==> src/include/fgd_pkg.sv <==
package fgd_pkg;

    // ------------------------------------------------------------
    // Register map
    // ------------------------------------------------------------
    localparam logic [3:0] CTRL_OFS      = 4'h0;
    localparam logic [3:0] STAT_OFS      = 4'h4;
    localparam logic [3:0] IRQ_STAT_OFS  = 4'h8;
    localparam logic [3:0] IRQ_MASK_OFS  = 4'hC;

    // Control field positions
    localparam int CTRL_BANK_BIT  = 0;
    localparam int CTRL_SIZE_BIT  = 1;
    localparam int CTRL_PREC_BIT  = 2;
    localparam int CTRL_ICE_BIT   = 3;
    localparam int CTRL_OCE_BIT   = 4;
    localparam int CTRL_XLATE_BIT = 5;
    localparam int CTRL_W         = 6;
    localparam logic [5:0] CTRL_RST = 6'h00;

    // Interrupt event bits
    localparam int EV_UNDEF = 0;
    localparam int EV_IC    = 1;
    localparam int EV_OC    = 2;
    localparam int EV_FP    = 3;
    localparam int EV_W     = 4;
    localparam logic [3:0] EV_RST = 4'h0;

    // ------------------------------------------------------------
    // Opcodes and hazard windows
    // ------------------------------------------------------------
    localparam logic [15:0] UNDEF_CODE   = 16'hFFFD;
    localparam logic [15:0] BANK_TGL_CODE = 16'hFBFD;
    localparam logic [15:0] SIZE_TGL_CODE = 16'hF3FD;
    localparam int SHORT_WIN_I = 2;
    localparam int LONG_WIN_I  = 4;
    localparam logic [1:0] AXI_OKAY   = 2'b00;
    localparam logic [1:0] AXI_SLVERR = 2'b10;

    typedef enum logic [3:0] {
        FGD_OP_NONE      = 4'b0000,
        FGD_OP_MOV_DR_XD = 4'b0001,
        FGD_OP_MOV_XD_DR = 4'b0010,
        FGD_OP_MOV_XD_XD = 4'b0011,
        FGD_OP_LD_XD     = 4'b0100,
        FGD_OP_LD_XD_INC = 4'b0101,
        FGD_OP_LD_XD_IDX = 4'b0110,
        FGD_OP_ST_XD     = 4'b0111,
        FGD_OP_ST_XD_DEC = 4'b1000,
        FGD_OP_ST_XD_IDX = 4'b1001,
        FGD_OP_INNER     = 4'b1010,
        FGD_OP_XFORM     = 4'b1011,
        FGD_OP_BANK_TGL  = 4'b1100,
        FGD_OP_SIZE_TGL  = 4'b1101,
        FGD_OP_UNDEF     = 4'b1110
    } fgd_op_t;

    typedef struct packed {
        fgd_op_t    op;
        logic [3:0] rn;
        logic [3:0] rm;
        logic [3:0] dst;
        logic       undef;
        logic       single_issue;
        logic       fp_wb_block;
        logic       t_write;
        logic       privileged;
    } fgd_dec_t;

endpackage

==> src/verilog/fgd_insn_decoder.sv <==
// The implementer's own choices: the register offsets and the AXI4-Lite register port.
`timescale 1ns/1ps
module fgd_insn_decoder #(
    parameter int          CLK_PER_I  = 1,
    parameter logic [15:0] TRAP_MASK  = 16'hFF00,
    parameter logic [15:0] TRAP_MATCH = 16'hC300,
    parameter logic [15:0] SLEEP_CODE = 16'h001B,
    parameter logic [15:0] ORR0_CODE  = 16'h200B,
    parameter logic [15:0] CBOP_MASK  = 16'hF0CF,
    parameter logic [15:0] CBOP_MATCH = 16'h0083,
    parameter logic [15:0] TAS_MASK   = 16'hF0FF,
    parameter logic [15:0] TAS_MATCH  = 16'h401B
) (
    input  wire logic             aclk,
    input  wire logic             aresetn,
    input  wire logic [3:0]       s_axi_awaddr,
    input  wire logic             s_axi_awvalid,
    output logic                  s_axi_awready,
    input  wire logic [31:0]      s_axi_wdata,
    input  wire logic [3:0]       s_axi_wstrb,
    input  wire logic             s_axi_wvalid,
    output logic                  s_axi_wready,
    output logic [1:0]            s_axi_bresp,
    output logic                  s_axi_bvalid,
    input  wire logic             s_axi_bready,
    input  wire logic [3:0]       s_axi_araddr,
    input  wire logic             s_axi_arvalid,
    output logic                  s_axi_arready,
    output logic [31:0]           s_axi_rdata,
    output logic [1:0]            s_axi_rresp,
    output logic                  s_axi_rvalid,
    input  wire logic             s_axi_rready,
    input  wire logic             insn_valid,
    input  wire logic [15:0]      insn_code,
    input  wire logic             insn_cacheable,
    input  wire logic             insn_translated,
    output logic                  dec_valid,
    output fgd_pkg::fgd_dec_t     dec,
    output logic                  fp_bank_select_bit,
    output logic                  fp_transfer_size_bit,
    output logic                  icache_fill_inhibit,
    output logic                  instruction_tlb_refill_inhibit,
    output logic                  irq
);

    localparam int SHORT_CYC = fgd_pkg::SHORT_WIN_I * CLK_PER_I;
    localparam int LONG_CYC  = fgd_pkg::LONG_WIN_I * CLK_PER_I;
    localparam int CNT_W     = $clog2(LONG_CYC + 1);

    // ------------------------------------------------------------
    // AXI4-Lite slave
    // ------------------------------------------------------------
    logic [3:0]  aw_addr_r;
    logic        aw_have_r;
    logic [31:0] w_data_r;
    logic [3:0]  w_strb_r;
    logic        w_have_r;
    logic        wr_fire;
    logic [5:0]  ctrl_r;
    logic [3:0]  ev_stat_r;
    logic [3:0]  ev_mask_r;
    logic [3:0]  ev_set;
    logic [CNT_W-1:0] short_cnt_r;
    logic [CNT_W-1:0] long_cnt_r;
    logic        oc_win_r;
    logic        ic_arm_r;
    logic        tlb_arm_r;

    assign wr_fire = aw_have_r && w_have_r && !s_axi_bvalid;

    always_ff @(posedge aclk)
    begin
        if (!aresetn)
        begin
            aw_have_r     <= 1'b0;
            aw_addr_r     <= 4'h0;
            s_axi_awready <= 1'b0;
        end
        else
        begin
            s_axi_awready <= !aw_have_r && !s_axi_awready && s_axi_awvalid;
            if (s_axi_awvalid && s_axi_awready)
            begin
                aw_have_r <= 1'b1;
                aw_addr_r <= s_axi_awaddr;
            end
            else if (wr_fire)
                aw_have_r <= 1'b0;
        end
    end

    always_ff @(posedge aclk)
    begin
        if (!aresetn)
        begin
            w_have_r     <= 1'b0;
            w_data_r     <= 32'h0000_0000;
            w_strb_r     <= 4'h0;
            s_axi_wready <= 1'b0;
        end
        else
        begin
            s_axi_wready <= !w_have_r && !s_axi_wready && s_axi_wvalid;
            if (s_axi_wvalid && s_axi_wready)
            begin
                w_have_r <= 1'b1;
                w_data_r <= s_axi_wdata;
                w_strb_r <= s_axi_wstrb;
            end
            else if (wr_fire)
                w_have_r <= 1'b0;
        end
    end

    always_ff @(posedge aclk)
    begin
        if (!aresetn)
        begin
            s_axi_bvalid <= 1'b0;
            s_axi_bresp  <= fgd_pkg::AXI_OKAY;
        end
        else if (wr_fire)
        begin
            s_axi_bvalid <= 1'b1;
            s_axi_bresp  <= (aw_addr_r[1:0] == 2'b00) ? fgd_pkg::AXI_OKAY : fgd_pkg::AXI_SLVERR;
        end
        else if (s_axi_bready)
            s_axi_bvalid <= 1'b0;
    end

    always_ff @(posedge aclk)
    begin
        if (!aresetn)
        begin
            s_axi_arready <= 1'b0;
            s_axi_rvalid  <= 1'b0;
            s_axi_rdata   <= 32'h0000_0000;
            s_axi_rresp   <= fgd_pkg::AXI_OKAY;
        end
        else
        begin
            s_axi_arready <= !s_axi_arready && !s_axi_rvalid && s_axi_arvalid;
            if (s_axi_arvalid && s_axi_arready)
            begin
                s_axi_rvalid <= 1'b1;
                s_axi_rresp  <= (s_axi_araddr[1:0] == 2'b00) ? fgd_pkg::AXI_OKAY : fgd_pkg::AXI_SLVERR;
                unique case (s_axi_araddr)
                    fgd_pkg::CTRL_OFS:     s_axi_rdata <= {26'h0, ctrl_r};
                    fgd_pkg::STAT_OFS:     s_axi_rdata <= {23'h0, tlb_arm_r, ic_arm_r, oc_win_r,
                                                           long_cnt_r != '0, short_cnt_r != '0,
                                                           4'h0};
                    fgd_pkg::IRQ_STAT_OFS: s_axi_rdata <= {28'h0, ev_stat_r};
                    fgd_pkg::IRQ_MASK_OFS: s_axi_rdata <= {28'h0, ev_mask_r};
                    default:               s_axi_rdata <= 32'h0000_0000;
                endcase
            end
            else if (s_axi_rready)
                s_axi_rvalid <= 1'b0;
        end
    end

    // ------------------------------------------------------------
    // Opcode classification
    // ------------------------------------------------------------
    logic      is_trap;
    logic      is_sleep;
    logic      is_ffd;
    logic      is_prec_undef;
    logic      is_cbop;
    logic      trig;
    fgd_pkg::fgd_dec_t dec_nxt;

    assign is_trap       = (insn_code & TRAP_MASK) == TRAP_MATCH;
    assign is_sleep      = insn_code == SLEEP_CODE;
    assign is_ffd        = insn_code == fgd_pkg::UNDEF_CODE;
    assign is_prec_undef = ctrl_r[fgd_pkg::CTRL_PREC_BIT] && insn_code[15:12] == 4'hF
                           && insn_code[3:0] == 4'hE;
    assign is_cbop       = ((insn_code & CBOP_MASK) == CBOP_MATCH)
                           || ((insn_code & TAS_MASK) == TAS_MATCH);
    assign trig          = insn_valid && (is_trap || is_sleep || is_ffd);

    always_comb
    begin
        dec_nxt              = '0;
        dec_nxt.op           = fgd_pkg::FGD_OP_NONE;
        dec_nxt.rn           = insn_code[11:8];
        dec_nxt.rm           = insn_code[7:4];
        dec_nxt.dst          = insn_code[11:8];
        dec_nxt.single_issue = insn_code == ORR0_CODE;
        dec_nxt.t_write      = 1'b0;
        dec_nxt.privileged   = 1'b0;
        if (is_ffd || is_prec_undef)
        begin
            dec_nxt.op    = fgd_pkg::FGD_OP_UNDEF;
            dec_nxt.undef = 1'b1;
            dec_nxt.fp_wb_block = insn_code[15:12] == 4'hF && long_cnt_r != '0;
        end
        else if (insn_code == fgd_pkg::BANK_TGL_CODE)
            dec_nxt.op = fgd_pkg::FGD_OP_BANK_TGL;
        else if (insn_code == fgd_pkg::SIZE_TGL_CODE)
            dec_nxt.op = fgd_pkg::FGD_OP_SIZE_TGL;
        else if (insn_code[15:12] == 4'hF && insn_code[7:0] == 8'hED)
        begin
            dec_nxt.op  = fgd_pkg::FGD_OP_INNER;
            dec_nxt.rn  = {insn_code[11:10], 2'b00};
            dec_nxt.rm  = {insn_code[9:8], 2'b00};
            dec_nxt.dst = {insn_code[11:10], 2'b11};
        end
        else if (insn_code[15:12] == 4'hF && insn_code[9:0] == 10'h1FD)
        begin
            dec_nxt.op  = fgd_pkg::FGD_OP_XFORM;
            dec_nxt.rn  = {insn_code[11:10], 2'b00};
            dec_nxt.rm  = 4'h0;
            dec_nxt.dst = {insn_code[11:10], 2'b00};
        end
        else if (insn_code[15:12] == 4'hF && ctrl_r[fgd_pkg::CTRL_SIZE_BIT])
        begin
            casez (insn_code[11:0])
                12'b???1???01100: dec_nxt.op = fgd_pkg::FGD_OP_MOV_DR_XD;
                12'b???0???11100: dec_nxt.op = fgd_pkg::FGD_OP_MOV_XD_DR;
                12'b???1???11100: dec_nxt.op = fgd_pkg::FGD_OP_MOV_XD_XD;
                12'b???1????1000: dec_nxt.op = fgd_pkg::FGD_OP_LD_XD;
                12'b???1????1001: dec_nxt.op = fgd_pkg::FGD_OP_LD_XD_INC;
                12'b???1????0110: dec_nxt.op = fgd_pkg::FGD_OP_LD_XD_IDX;
                12'b???????11010: dec_nxt.op = fgd_pkg::FGD_OP_ST_XD;
                12'b???????11011: dec_nxt.op = fgd_pkg::FGD_OP_ST_XD_DEC;
                12'b???????10111: dec_nxt.op = fgd_pkg::FGD_OP_ST_XD_IDX;
                default:          dec_nxt.op = fgd_pkg::FGD_OP_NONE;
            endcase
        end
    end

    // ------------------------------------------------------------
    // Decode output stage
    // ------------------------------------------------------------
    always_ff @(posedge aclk)
    begin
        if (!aresetn)
        begin
            dec_valid <= 1'b0;
            dec       <= '0;
        end
        else
        begin
            dec_valid <= insn_valid;
            dec       <= insn_valid ? dec_nxt : '0;
        end
    end

    // ------------------------------------------------------------
    // Control register and toggles
    // ------------------------------------------------------------
    logic [5:0] ctrl_nxt;
    logic       ctrl_wr;

    assign ctrl_wr = wr_fire && aw_addr_r == fgd_pkg::CTRL_OFS && w_strb_r[0];

    always_comb
    begin
        ctrl_nxt = ctrl_wr ? w_data_r[5:0] : ctrl_r;
        if (insn_valid && dec_nxt.op == fgd_pkg::FGD_OP_BANK_TGL)
            ctrl_nxt[fgd_pkg::CTRL_BANK_BIT] = !ctrl_nxt[fgd_pkg::CTRL_BANK_BIT];
        if (insn_valid && dec_nxt.op == fgd_pkg::FGD_OP_SIZE_TGL)
            ctrl_nxt[fgd_pkg::CTRL_SIZE_BIT] = !ctrl_nxt[fgd_pkg::CTRL_SIZE_BIT];
    end

    always_ff @(posedge aclk)
    begin
        if (!aresetn)
        begin
            ctrl_r               <= fgd_pkg::CTRL_RST;
            fp_bank_select_bit   <= 1'b0;
            fp_transfer_size_bit <= 1'b0;
        end
        else
        begin
            ctrl_r               <= ctrl_nxt;
            fp_bank_select_bit   <= ctrl_nxt[fgd_pkg::CTRL_BANK_BIT];
            fp_transfer_size_bit <= ctrl_nxt[fgd_pkg::CTRL_SIZE_BIT];
        end
    end

    // ------------------------------------------------------------
    // Hazard windows
    // ------------------------------------------------------------
    always_ff @(posedge aclk)
    begin
        if (!aresetn)
        begin
            short_cnt_r <= '0;
            long_cnt_r  <= '0;
            oc_win_r    <= 1'b0;
            ic_arm_r    <= 1'b0;
            tlb_arm_r   <= 1'b0;
        end
        else if (trig)
        begin
            short_cnt_r <= CNT_W'(SHORT_CYC);
            long_cnt_r  <= CNT_W'(LONG_CYC);
            oc_win_r    <= is_ffd && ctrl_r[fgd_pkg::CTRL_OCE_BIT];
            ic_arm_r    <= !is_sleep && ctrl_r[fgd_pkg::CTRL_ICE_BIT] && insn_cacheable;
            tlb_arm_r   <= !is_sleep && ctrl_r[fgd_pkg::CTRL_XLATE_BIT] && insn_translated;
        end
        else
        begin
            if (short_cnt_r != '0)
                short_cnt_r <= short_cnt_r - 1'b1;
            else
            begin
                oc_win_r  <= 1'b0;
                ic_arm_r  <= 1'b0;
                tlb_arm_r <= 1'b0;
            end
            if (long_cnt_r != '0)
                long_cnt_r <= long_cnt_r - 1'b1;
        end
    end

    always_ff @(posedge aclk)
    begin
        if (!aresetn)
        begin
            icache_fill_inhibit <= 1'b0;
            instruction_tlb_refill_inhibit <= 1'b0;
        end
        else
        begin
            icache_fill_inhibit <= trig ? (!is_sleep && ctrl_r[fgd_pkg::CTRL_ICE_BIT] && insn_cacheable)
                                        : (ic_arm_r && short_cnt_r > 1);
            instruction_tlb_refill_inhibit <= trig ? (!is_sleep && ctrl_r[fgd_pkg::CTRL_XLATE_BIT] && insn_translated)
                                        : (tlb_arm_r && short_cnt_r > 1);
        end
    end

    // ------------------------------------------------------------
    // Interrupt status and mask
    // ------------------------------------------------------------
    logic oc_block;
    assign oc_block = insn_valid && !trig && oc_win_r && short_cnt_r != '0 && is_cbop;

    always_comb
    begin
        ev_set                    = '0;
        ev_set[fgd_pkg::EV_UNDEF] = insn_valid && dec_nxt.undef;
        ev_set[fgd_pkg::EV_IC]    = trig && (ic_arm_r || tlb_arm_r);
        ev_set[fgd_pkg::EV_OC]    = oc_block;
        ev_set[fgd_pkg::EV_FP]    = insn_valid && dec_nxt.fp_wb_block;
    end

    always_ff @(posedge aclk)
    begin
        if (!aresetn)
        begin
            ev_stat_r <= fgd_pkg::EV_RST;
            ev_mask_r <= fgd_pkg::EV_RST;
            irq       <= 1'b0;
        end
        else
        begin
            if (wr_fire && aw_addr_r == fgd_pkg::IRQ_STAT_OFS && w_strb_r[0])
                ev_stat_r <= (ev_stat_r & ~w_data_r[3:0]) | ev_set;
            else
                ev_stat_r <= ev_stat_r | ev_set;
            if (wr_fire && aw_addr_r == fgd_pkg::IRQ_MASK_OFS && w_strb_r[0])
                ev_mask_r <= w_data_r[3:0];
            irq <= |(ev_stat_r & ev_mask_r);
        end
    end
endmodule

==> config.mk <==
export PLATFORM = sky130hd
export DESIGN_NAME = fgd_insn_decoder
export DESIGN_NICKNAME = d
export VERILOG_FILES = /design/src/include/fgd_pkg.sv /design/src/verilog/fgd_insn_decoder.sv
export SDC_FILE = /design/constraint.sdc
export NUM_CORES = 1
export LEC_CHECK = 0
export BUFFER_PORTS_ARGS = -buffer_cell sky130_fd_sc_hd__buf_2
export CAP_MARGIN = 20
export CORE_MARGIN = 4
export CORE_UTILIZATION = 40
export DETAILED_ROUTE_END_ITERATION = 8
export GPL_ROUTABILITY_DRIVEN = 0
export PLACE_DENSITY = 0.69
export SETUP_SLACK_MARGIN = 0.4
export SYNTH_ARGS = -nofsm -noshare
export SYNTH_HDL_FRONTEND = slang
export SYNTH_SLANG_ARGS = --single-unit
==> constraint.sdc <==
create_clock -name aclk -period 2.35 [get_ports aclk]
set_clock_uncertainty 0.1 [all_clocks]
set_input_delay 0.3525 -clock aclk [delete_from_list [all_inputs] [get_ports aclk]]
set_output_delay 0.3525 -clock aclk [all_outputs]
set_load 0.01 [all_outputs]
==> results of run 1 <==
-- worst min path at each step --
stage / cells past startpoint / startpoint / end
global placement: 1 / aw_have_r / s_axi_awready
CTS: 3 / s_axi_arvalid / s_axi_arready
global route: 3 / s_axi_wdata[0] / w_data_r[0]
finish: 3 / s_axi_arvalid / s_axi_arready
detailed placement: 1 / aw_have_r / s_axi_awready
floorplan: 1 / aw_have_r / s_axi_awready
-- synth_stat cells (4+ instances only) --
cell type and count:
dfxtp_1 73, nor4_1 6, clkbuf_1 18, nand2b_1 4
a22oi_1 11, nor3_1 10, and2_1 4, nand3_1 23
o21ai_0 16, a21oi_1 25, nand2_1 47, buf_4 29
a211oi_1 5, nor2_1 36, mux2i_1 14, and3_1 14
inv_1 10
-- what timing repair did --
item	in CTS	in global routing
gates resized for setup	0	2
endpoints found under the setup margin	0	7
hold buffers	0	0
-- critical path, cell delays in order, from the launching register on --
cell and delay [ns]:
dfxtp_1 0.46, inv_1 0.08, a2111oi_0 0.56, a211oi_1 0.19, a211o_1 0.32, nand2_1 0.05
-- logic make-up (layout without fill, tap and decap cells) --
| group | count (synthesis) | count (layout) | share of synthesized area [%] |
|---|---|---|---|
| AO/OA/AOI/OAI | 80 | 80 | 15.3 |
| AND/OR/NAND/NOR | 170 | 170 | 25.6 |
| flip-flops | 73 | 73 | 42.4 |
| buffers and inverters | 61 | 115 | 10.3 |
| multiplexers | 15 | 15 | 4.40 |
| XOR/XNOR | 3 | 3 | 0.763 |
| adder cells (fa/ha/maj) | 3 | 3 | 1.09 |
| other | 1 | 27 | 0.109 |
-- routing by layer --
layer	vias to the layer above	track usage (%)	share of wire [%]
li1	1534	-	-
met1	1437	21.4	43
met2	152	25.7	45
met3	18	5.40	9.5
met4	0	6.94	2.1
met5	-	0	0
-- layout make-up --
cell class | count | share of cell area (%)
Multi-Input combinational cell | 298 | 42.7
Sequential cell | 73 | 35.9
Timing Repair Buffer | 90 | 11.6
Clock buffer | 11 | 3.72
Tap cell | 105 | 3.23
Clock inverter | 4 | 1.88
Inverter | 10 | 0.923
-- state kept, by name, indices dropped and copies added (netlist names), 3 cells and up --
register     flops
ev_mask_r        4
long_cnt_r       3
dec             17
w_data_r         6
short_cnt_r      3
s_axi_rdata      9
ctrl_r           5
ev_stat_r        4
aw_addr_r        4
-- power by group --
group	leakage [nW]	internal (mW)	switching, mW
logic	1.12	0.196	0.283
clock network	0.112	0.652	0.464
registers	0.593	1.30	0.0419
total	1.83	2.15	0.789
-- stage by stage --
step | total power [mW] | cells | hold WS (ns)
3_3_place_gp | 1.82 | 576 | 0.324
3_5_place_dp | 1.84 | 576 | 0.332
6_report | 2.94 | 591 | 0.137
4_1_cts | 2.95 | 591 | 0.120
5_1_grt | 3.07 | 591 | 0.140
2_1_floorplan | 1.73 | 432 | 0.306
==> key figures, run 1 <==
Timing
  – Fmax achieved: 548 MHz
  – Shortest clock period the worst path allows after layout: 1.82 ns
  – Min setup slack post-route: approximately 0.53 ns
  – Worst slew margin: between 50 and 60%
  – Final total negative setup slack: 0 ns
  – Transition at the pin with the smallest max-transition slack: ~0.60 ns
  – Max Transition Viols Final: 0
  – Final period util: between 70% and 80%
  – Setup violators final: 0
  – Final hold violations: 0
  – Setup repair after global routing missed its margin: true

Placement
  – Post-DP HPWL: 6.56 mm
  – Placed inst area: approximately 3800 um^2
  – Port-buffer cells: between 80 and 90
  – Post-Place Setup Slack: approximately 0.14 ns

Setup path
  – Crit path required time: between 2 and 3 ns
  – Kind of critical path: register to register
  – Critical path launch point: fp_transfer_size_bit
  – Worst-case reg-to-reg path depth: 5
  – Launch point of the worst reg-to-reg path: fp_transfer_size_bit
  – Crit end category: register
  – Worst flop-to-flop path endpoint: ctrl_r[0]
  – Setup crit end: ctrl_r[0]
  – Setup slack on the worst flop-to-flop path: 0.53 ns
  – Critical-path maximum fanout: 6
  – Startpoint type of the worst setup path: register
  – Data arrival time of the worst path: between 2 and 2.5 ns

Cells and area
  – Number of nets in the layout: between 500 and 600
  – Number of filler cells placed in the layout: ~800
  – Sequential cell area: around 1500 um^2
  – Number of antenna repair diodes: 0
  – Top library cells by usage in the layout, fill and taps aside: buf_2 (81), dfxtp_1 (73), nand2_1 (47)
  – Layout overhead on the synthesized area: 18.0%
  – Layout cell share with drive strength beyond 1: around a quarter
  – Final core utilization: between 40 and 50%
  – Post-route cell area: slightly above 4000 um^2
  – Multi-input logic area: roughly 1700 um^2
  – Commonest non-fill, non-tap cell in the layout: buf_2

Logic synthesis
  – Library cells used by synthesis: between 50 and 60
  – Share of Yosys cell area claimed by the top area cell type: 42.4%
  – Gate Count Post-Synth: between 400 and 500
  – Summed instance area of the synthesized netlist: roughly 3400 um^2
  – Share of synthesized area occupied by flip-flops and latches: between 40% and 50%
  – Most used flip-flop cell after synthesis: dfxtp_1
  – Yosys warnings: 0
  – Register bit count reported by yosys: 73
  – Mean area per synthesized cell: between 8 and 9 um^2
  – Dominant cell type by area after synthesis: dfxtp_1
  – Number of enable-type register cells in the synthesized netlist: 0
  – Async SR Flop Fraction: 0%
  – Dominant cells by area after synthesis: dfxtp_1 (42%), buf_4 (6.3%), nand2_1 (5.1%), mux2i_1 (4.1%), nor2_1 (3.9%)

Flow run
  – Count of max-cap constraint violations: 0

Clock network
  – Clk root buf: clkbuf_8
  – Number of clock buffers inserted by TritonCTS: 9
  – Clk slew on worst S/H paths: around 0.08 ns
  – CTS Sinks: between 70 and 80
  – Largest buffer count on any clock path: 2
  – Post-CTS Setup Repair Bufs: 0
  – Maximum level of the CTS H-tree: 3
  – Clk Latency, worst-skew pair: 0.35 ns
  – Clock tree from TritonCTS: done

Floorplanning
  – Chip Width: 101 um
  – Starting density of the core: 41.5%
  – Boundary pin count: 138
  – Area of the core: 8300 um^2
  – Overall die area: roughly 10000 um^2
  – Overall die height: approximately 100 um
  – Core Rows: 33

GRT
  – First-pass GRT wire length: about 13 mm
  – Maximum number of pins on one net before global-route repair: 17
  – Antenna violations before repair: 0
  – Via count of the first global-routing pass: about 2800
  – Total global routing overflow: 0
  – Global routing usage summed across all routing layers: around 17%

Power and ir drop
  – Worst supply voltage drop on vdd: roughly 0.33 mV
  – Areal power density over the cells: roughly 720 nW/um^2
  – Static power due to leakage: around 1.8 nW

Status
  – Run status: finished, final reports clean

Routing
  – Remaining antenna violation count after routing: 0
  – Total vias in the final route: 3141
  – Remaining design rule violation count: 0
  – Vias per Instance: 5.31
  – Routed len/inst: ~15 um
  – Overall routed net length: approximately 8.6 mm
  – Drt initial violations: approximately 200
  – 1st-pass router iterations: 4

Worst hold path
  – Hold/Removal Path Class: primary input to register
Power figures use the tool's default switching activity.
==> run 2, diff against run 1 <==
--- a/config.mk
+++ b/config.mk
@@ -11,7 +11,7 @@
 export CORE_UTILIZATION = 40
 export DETAILED_ROUTE_END_ITERATION = 8
 export GPL_ROUTABILITY_DRIVEN = 0
-export PLACE_DENSITY = 0.69
+export PLACE_DENSITY = 0.72
 export SETUP_SLACK_MARGIN = 0.4
 export SYNTH_ARGS = -nofsm -noshare
 export SYNTH_HDL_FRONTEND = slang
==> constraint.sdc (replaced) <==
create_clock -name aclk -period 1.5 [get_ports aclk]
set_clock_uncertainty 0.1 [all_clocks]
set_input_delay 0.225 -clock aclk [delete_from_list [all_inputs] [get_ports aclk]]
set_output_delay 0.225 -clock aclk [all_outputs]
set_load 0.01 [all_outputs]
==> run 2 against run 1 <==
Against the previous run: the flow now finishes with violations (negative setup slack); maximum frequency grew 12%; via count grew 16%; final cell count grew 15%; sequential power grew 58%; wire length grew 30%; die area is the same; sequential share of layout area shrank 8.5 points; critical path type unchanged; critical endpoint is now fp_transfer_size_bit; highest routed layer unchanged.
==> key figures, run 2 (synthesized netlist as in run 1, its figures left out) <==
Status
  – Run status: complete, but fails checks
  – Violated checks: negative setup slack

Floorplanning
  – Core Rows: 33
  – Starting density of the core: between 40 and 50%
  – Overall die area: between 10000 and 15000 um^2
  – Boundary pin count: 138
  – Area of the core: 8300 um^2
  – Overall die height: ~100 um
  – Chip Width: between 100 and 150 um

Routing
  – Total vias in the final route: 3636
  – Remaining antenna violation count after routing: 0
  – Overall routed net length: roughly 11 mm
  – Routed len/inst: about 16 um
  – 1st-pass router iterations: 4
  – Drt initial violations: 161
  – Remaining design rule violation count: 0
  – Vias per Instance: 5.35

Worst hold path
  – Hold/Removal Path Class: primary input to register

Timing
  – Final period util: 108%
  – Min setup slack post-route: -0.126 ns
  – Fmax achieved: around 620 MHz
  – Final total negative setup slack: -1.17 ns
  – Max Transition Viols Final: 0
  – Shortest clock period the worst path allows after layout: roughly 1.6 ns
  – Final hold violations: 0
  – Setup repair after global routing missed its margin: true
  – Setup violators final: 19

Setup path
  – Kind of critical path: register to register
  – Slowest stage cell, crit path: dfxtp_2
  – Crit path required time: about 1.7 ns
  – Startpoint type of the worst setup path: register
  – Crit path largest cell delay: between 0.3 and 0.4 ns
  – Crit end category: register
  – Setup slack on the worst flop-to-flop path: -0.13 ns
  – Critical path launch point: s_axi_bvalid
  – Critical-path cell list: and3b_2 -> nand4_4 -> mux2_4 -> nor4_2 -> o21bai_1
  – Largest delay share family, worst path: simple AND/OR/NAND/NOR gates
  – Worst flop-to-flop path endpoint: fp_transfer_size_bit
  – Launch point of the worst reg-to-reg path: s_axi_bvalid
  – Critical-path maximum fanout: 4
  – Setup crit end: fp_transfer_size_bit
  – Data arrival time of the worst path: 1.81 ns
  – Buffers plus inverters on the worst setup path: 0
  – Total stage count of the critical path: 5
  – Worst-case reg-to-reg path depth: 5

GRT
  – First-pass GRT wire length: 17.0 mm
  – Antenna violations before repair: 0
  – Total global routing overflow: 0
  – Gr busiest metal: met2
  – Global routing usage summed across all routing layers: approximately a fifth
  – Via count of the first global-routing pass: 3525
  – Met2 global-route usage: a little over a third
  – Fraction of met1 tracks used by global routing: ~26%
  – Maximum number of pins on one net before global-route repair: 31
  – Met3 Track Usage GR: under 10%

Clock network
  – Clk slew on worst S/H paths: 0.08 ns
  – Largest buffer count on any clock path: 2
  – Clock tree from TritonCTS: done
  – CTS Sinks: 73
  – Maximum level of the CTS H-tree: 3
  – Hold buffers post-CTS: 0
  – Clk root buf: clkbuf_8
  – Number of clock buffers inserted by TritonCTS: 9
  – Clk Latency, worst-skew pair: roughly 0.35 ns

Power and ir drop
  – Comb pwr share: a little over a quarter
  – Areal power density over the cells: 881 nW/um^2
  – Worst supply voltage drop on vdd: between 0.6 and 0.7 mV
  – Switching share of total power: around 31%
  – Sequential fraction of design power: between 40% and 50%
  – Internal power: 3.34 mW
  – Clock share of power: approximately 30%
  – Sw power: 1.50 mW
  – Static power due to leakage: between 2 and 2.5 nW

Cells and area
  – Number of antenna repair diodes: 0
  – Registers with the most flip-flops: dec (17), s_axi_rdata (9), w_data_r (6)
  – Top library cells by usage in the layout, fill and taps aside: buf_4 (69), buf_6 (56), buf_2 (48)
  – Layout cell share with drive strength beyond 1: 55.1%
  – Number of nets in the layout: between 600 and 700
  – Register ranked first by flip-flop count: dec
  – Number of filler cells placed in the layout: 646
  – Commonest non-fill, non-tap cell in the layout: buf_4
  – Layout Cells excl Fill: 679
  – Layout overhead on the synthesized area: 59.6%
  – Multi-input logic area: about 2200 um^2
  – Number of flip-flops in the largest register: 17
  – Sequential cell area: 1510 um^2

Flow run
  – Count of max-cap constraint violations: 0

Placement
  – Post-DP HPWL: roughly 7.2 mm
  – Placed instance count: about 630
  – Port-buffer cells: 81
-- run 2: cell count changes in the layout (fill, tap and decap cells not counted), moves of 8 or more --
cell / previous run / this run
and3_4: 0 / 8
buf_6: 0 / 56
o21ai_0: 16 / 6
dfxtp_1: 73 / 40
buf_2: 81 / 48
buf_4: 9 / 69
dfxtp_2: 0 / 30
nand2_1: 47 / 35
and3_1: 14 / 6
-- run 2: through the flow --
step                util [%]  hold slack, ns  instance area, um^2  worst slack, ns  power, mW
floorplan                  -           0.241                 3750           -0.419       2.83
global placement        52.3           0.329                 4340           -0.567       3.01
detailed placement      52.3           0.339                 4340           -0.590       3.05
CTS                     63.1         0.00178                 5240          -0.0844       4.74
global route            66.2          0.0157                 5500           -0.171       5.06
finish                  66.2          0.0210                 5500           -0.126       4.84
-- run 2: worst min path at each step --
stage                                from             to  slack (ns)  cells past startpoint
after floorplan              insn_code[7]        dec[12]        0.24                      2
after global placement       s_axi_rvalid  s_axi_arready        0.33                      1
after detailed placement     s_axi_rvalid  s_axi_arready        0.34                      1
after CTS                 s_axi_awaddr[2]   aw_addr_r[2]       0.002                      3
after global routing       s_axi_wdata[5]    w_data_r[5]        0.02                      3
final                     s_axi_awaddr[2]   aw_addr_r[2]        0.02                      3
-- run 2: final cells by class --
type,count,area share (%)
Timing Repair Buffer,176,26.1
Clock inverter,5,0.706
Clock buffer,11,2.57
Tap cell,105,2.39
Inverter,10,0.683
Sequential cell,73,27.5
Multi-Input combinational cell,299,40.1
-- run 2: power groups by stage --
stage / Sequential, mW / Clock [mW] / Combinational (mW)
2_1_floorplan: 2.16 / 0 / 0.671
3_3_place_gp: 2.16 / 0 / 0.848
3_5_place_dp: 2.17 / 0 / 0.879
4_1_cts: 2.11 / 1.46 / 1.16
5_1_grt: 2.13 / 1.53 / 1.40
6_report: 2.12 / 1.44 / 1.29
-- run 2: repair_timing --
item | CTS | global route
resized for setup | 131 | 50
gates cloned | 1 | 0
setup buffers | 27 | 7
setup endpoints to repair | 88 | 93
pin swaps | 42 | 21
endpoints found under the hold margin | 0 | 0
-- run 2: tightest hold or removal path, delay by kind of cell --
| kind | cells | cell delay, ns |
|---|---|---|
| simple gates | 1 | 0.06 |
| buf+inv | 1 | 0.10 |
| compound gates | 1 | 0.05 |
-- run 2: metal layers --
metal | wire, um | share of wire (%)
met5 | 0 | 0
met4 | 346 | 3.1
met3 | 853 | 7.6
met2 | 5570 | 50
met1 | 4430 | 40
==> run 3, diff against run 2 <==
--- a/config.mk
+++ b/config.mk
@@ -11,7 +11,7 @@
 export CORE_UTILIZATION = 40
 export DETAILED_ROUTE_END_ITERATION = 8
 export GPL_ROUTABILITY_DRIVEN = 0
-export PLACE_DENSITY = 0.72
+export PLACE_DENSITY = 0.69
 export SETUP_SLACK_MARGIN = 0.4
 export SYNTH_ARGS = -nofsm -noshare
 export SYNTH_HDL_FRONTEND = slang
==> constraint.sdc (replaced) <==
create_clock -name aclk -period 1.9 [get_ports aclk]
set_clock_uncertainty 0.1 [all_clocks]
set_input_delay 0.285 -clock aclk [delete_from_list [all_inputs] [get_ports aclk]]
set_output_delay 0.285 -clock aclk [all_outputs]
set_load 0.01 [all_outputs]
==> run 3 against run 2 <==
Against the previous run: the flow now finishes without violations; hold slack better by 0.038 ns; clock-buffer cell count is 1 lower; non-clock buffer count is 65 lower; total power is 26% lower; design area is 20% lower; largest power group unchanged.
==> key figures, run 3 (synthesized netlist as in run 1, its figures left out) <==
Setup path
  – Worst flop-to-flop path endpoint: fp_transfer_size_bit
  – Launch point of the worst reg-to-reg path: s_axi_bvalid
  – Setup slack on the worst flop-to-flop path: approximately 0.35 ns
  – Startpoint type of the worst setup path: primary input
  – Crit end category: register
  – Critical-path maximum fanout: 6
  – Kind of critical path: primary input to register
  – Data arrival time of the worst path: 1.80 ns
  – Worst-case reg-to-reg path depth: 5
  – Crit path required time: approximately 2.1 ns

Power and ir drop
  – Areal power density over the cells: a little over 800 nW/um^2
  – Overall power consumption: between 3 and 4 mW
  – Static power due to leakage: around 2.0 nW
  – Worst supply voltage drop on vdd: about 0.37 mV

Routing
  – Routed len/inst: about 15 um
  – Overall routed net length: around 9.4 mm
  – Drt initial violations: 158
  – Vias per Instance: between 5 and 6
  – 1st-pass router iterations: 4
  – Total vias in the final route: 3288
  – Remaining design rule violation count: 0
  – Remaining antenna violation count after routing: 0

Clock network
  – Clk root buf: clkbuf_8
  – Clock tree from TritonCTS: done
  – Largest buffer count on any clock path: 2
  – Clk Latency, worst-skew pair: around 0.35 ns
  – CTS Sinks: 73
  – Maximum level of the CTS H-tree: 3
  – Clk slew on worst S/H paths: roughly 0.08 ns
  – Hold buffers post-CTS: 0
  – Number of clock buffers inserted by TritonCTS: 9

Timing
  – Final hold violations: 0
  – Fmax achieved: approximately 600 MHz
  – Final period util: around 86%
  – Setup repair after global routing missed its margin: true
  – Setup violators final: 0
  – Max Transition Viols Final: 0
  – Worst slew margin: 65.2%
  – Shortest clock period the worst path allows after layout: ~1.6 ns
  – Transition at the pin with the smallest max-transition slack: 0.521 ns

Cells and area
  – Layout cell share with drive strength beyond 1: 32.6%
  – Registers with the most flip-flops: dec (17), s_axi_rdata (9), w_data_r (6)
  – Number of flip-flops in the largest register: 17
  – Number of antenna repair diodes: 0
  – Register ranked first by flip-flop count: dec
  – Layout overhead on the synthesized area: 27.9%
  – Number of nets in the layout: around 580
  – Final core utilization: a little over half
  – Commonest non-fill, non-tap cell in the layout: buf_2
  – Top library cells by usage in the layout, fill and taps aside: buf_2 (79), dfxtp_1 (70), nand2_1 (45)

Worst hold path
  – Hold path startpoint: s_axi_arvalid
  – Hold/Removal Path Class: primary input to register
  – Min-Delay Endpoint: s_axi_arready
  – Hold Path Cell Cnt: 3

Floorplanning
  – Core Rows: 33
  – Overall die height: around 100 um
  – Chip Width: between 100 and 150 um
  – Starting density of the core: 41.5%
  – Boundary pin count: ~140
  – Overall die area: between 10000 and 15000 um^2
  – Area of the core: around 8300 um^2

Placement
  – Port-buffer cells: approximately 80
  – Post-DP HPWL: slightly below 7 mm

GRT
  – Via count of the first global-routing pass: ~3100
  – Maximum number of pins on one net before global-route repair: 32
  – Global routing usage summed across all routing layers: a little under a fifth
  – First-pass GRT wire length: around 15 mm
  – Total global routing overflow: 0
  – Antenna violations before repair: 0

Flow run
  – Count of max-cap constraint violations: 0

Status
  – Run status: finished, final reports clean
-- run 3: how the worst max path moves through the flow --
stage / endpoint / startpoint / slack (ns)
after global routing: instruction_tlb_refill_inhibit / insn_code[8] / 0.23
after global placement: instruction_tlb_refill_inhibit / insn_code[2] / -0.17
final: instruction_tlb_refill_inhibit / insn_code[11] / 0.26
after CTS: instruction_tlb_refill_inhibit / insn_code[8] / 0.28
after detailed placement: instruction_tlb_refill_inhibit / insn_code[11] / -0.22
after floorplan: tlb_arm_r / insn_code[2] / -0.08
-- run 3: worst max-delay path: stages --
cell     delay, ns
buf_2         0.12
or4bb_4       0.56
nor4_4        0.26
a21oi_2       0.10
a21bo_4       0.25
a41o_2        0.21
-- run 3: routing by layer --
metal / GRT usage, % / routed length, um / vias to the layer above
li1: - / - / 1580
met1: 23.5 / 3930 / 1537
met2: 30.1 / 4430 / 154
met3: 5.47 / 845 / 17
met4: 6.53 / 202 / 0
met5: 0 / 0 / -
-- run 3: timing repair --
item	CTS	global route
endpoints found under the hold margin	0	0
endpoints found under the setup margin	20	25
gates cloned	1	0
pin swaps	9	6
resized for setup	20	21
setup buffers	3	4
-- run 3: layout make-up --
class	instances	area, um^2
multi-input combinational	299	1910
fill	807	3890
timing repair buffer	111	663
sequential	73	1470
tap	105	131
clock buffer	10	128
clock inverter	6	67.6
inverter	10	37.5
-- run 3: report_power, final --
part           leakage (nW)  switching (mW)  total [mW]  internal, mW
clock                0.0929           0.607        1.22         0.611
sequential            0.594          0.0584        1.67          1.61
combinational          1.28           0.383       0.692         0.309
total                  1.97            1.05        3.58          2.53
-- run 3: stage by stage --
step / cell area [um^2] / hold slack, ns / std cells / setup TNS [ns] / setup WS (ns)
after floorplan: 3600 / 0.301 / 432 / -0.392 / -0.0787
after global placement: 3970 / 0.327 / 590 / -1.42 / -0.168
after detailed placement: 3970 / 0.332 / 590 / -2.01 / -0.216
after CTS: 4270 / 0.0500 / 610 / 0 / 0.283
after global routing: 4410 / 0.0712 / 614 / 0 / 0.229
final: 4410 / 0.0594 / 614 / 0 / 0.257
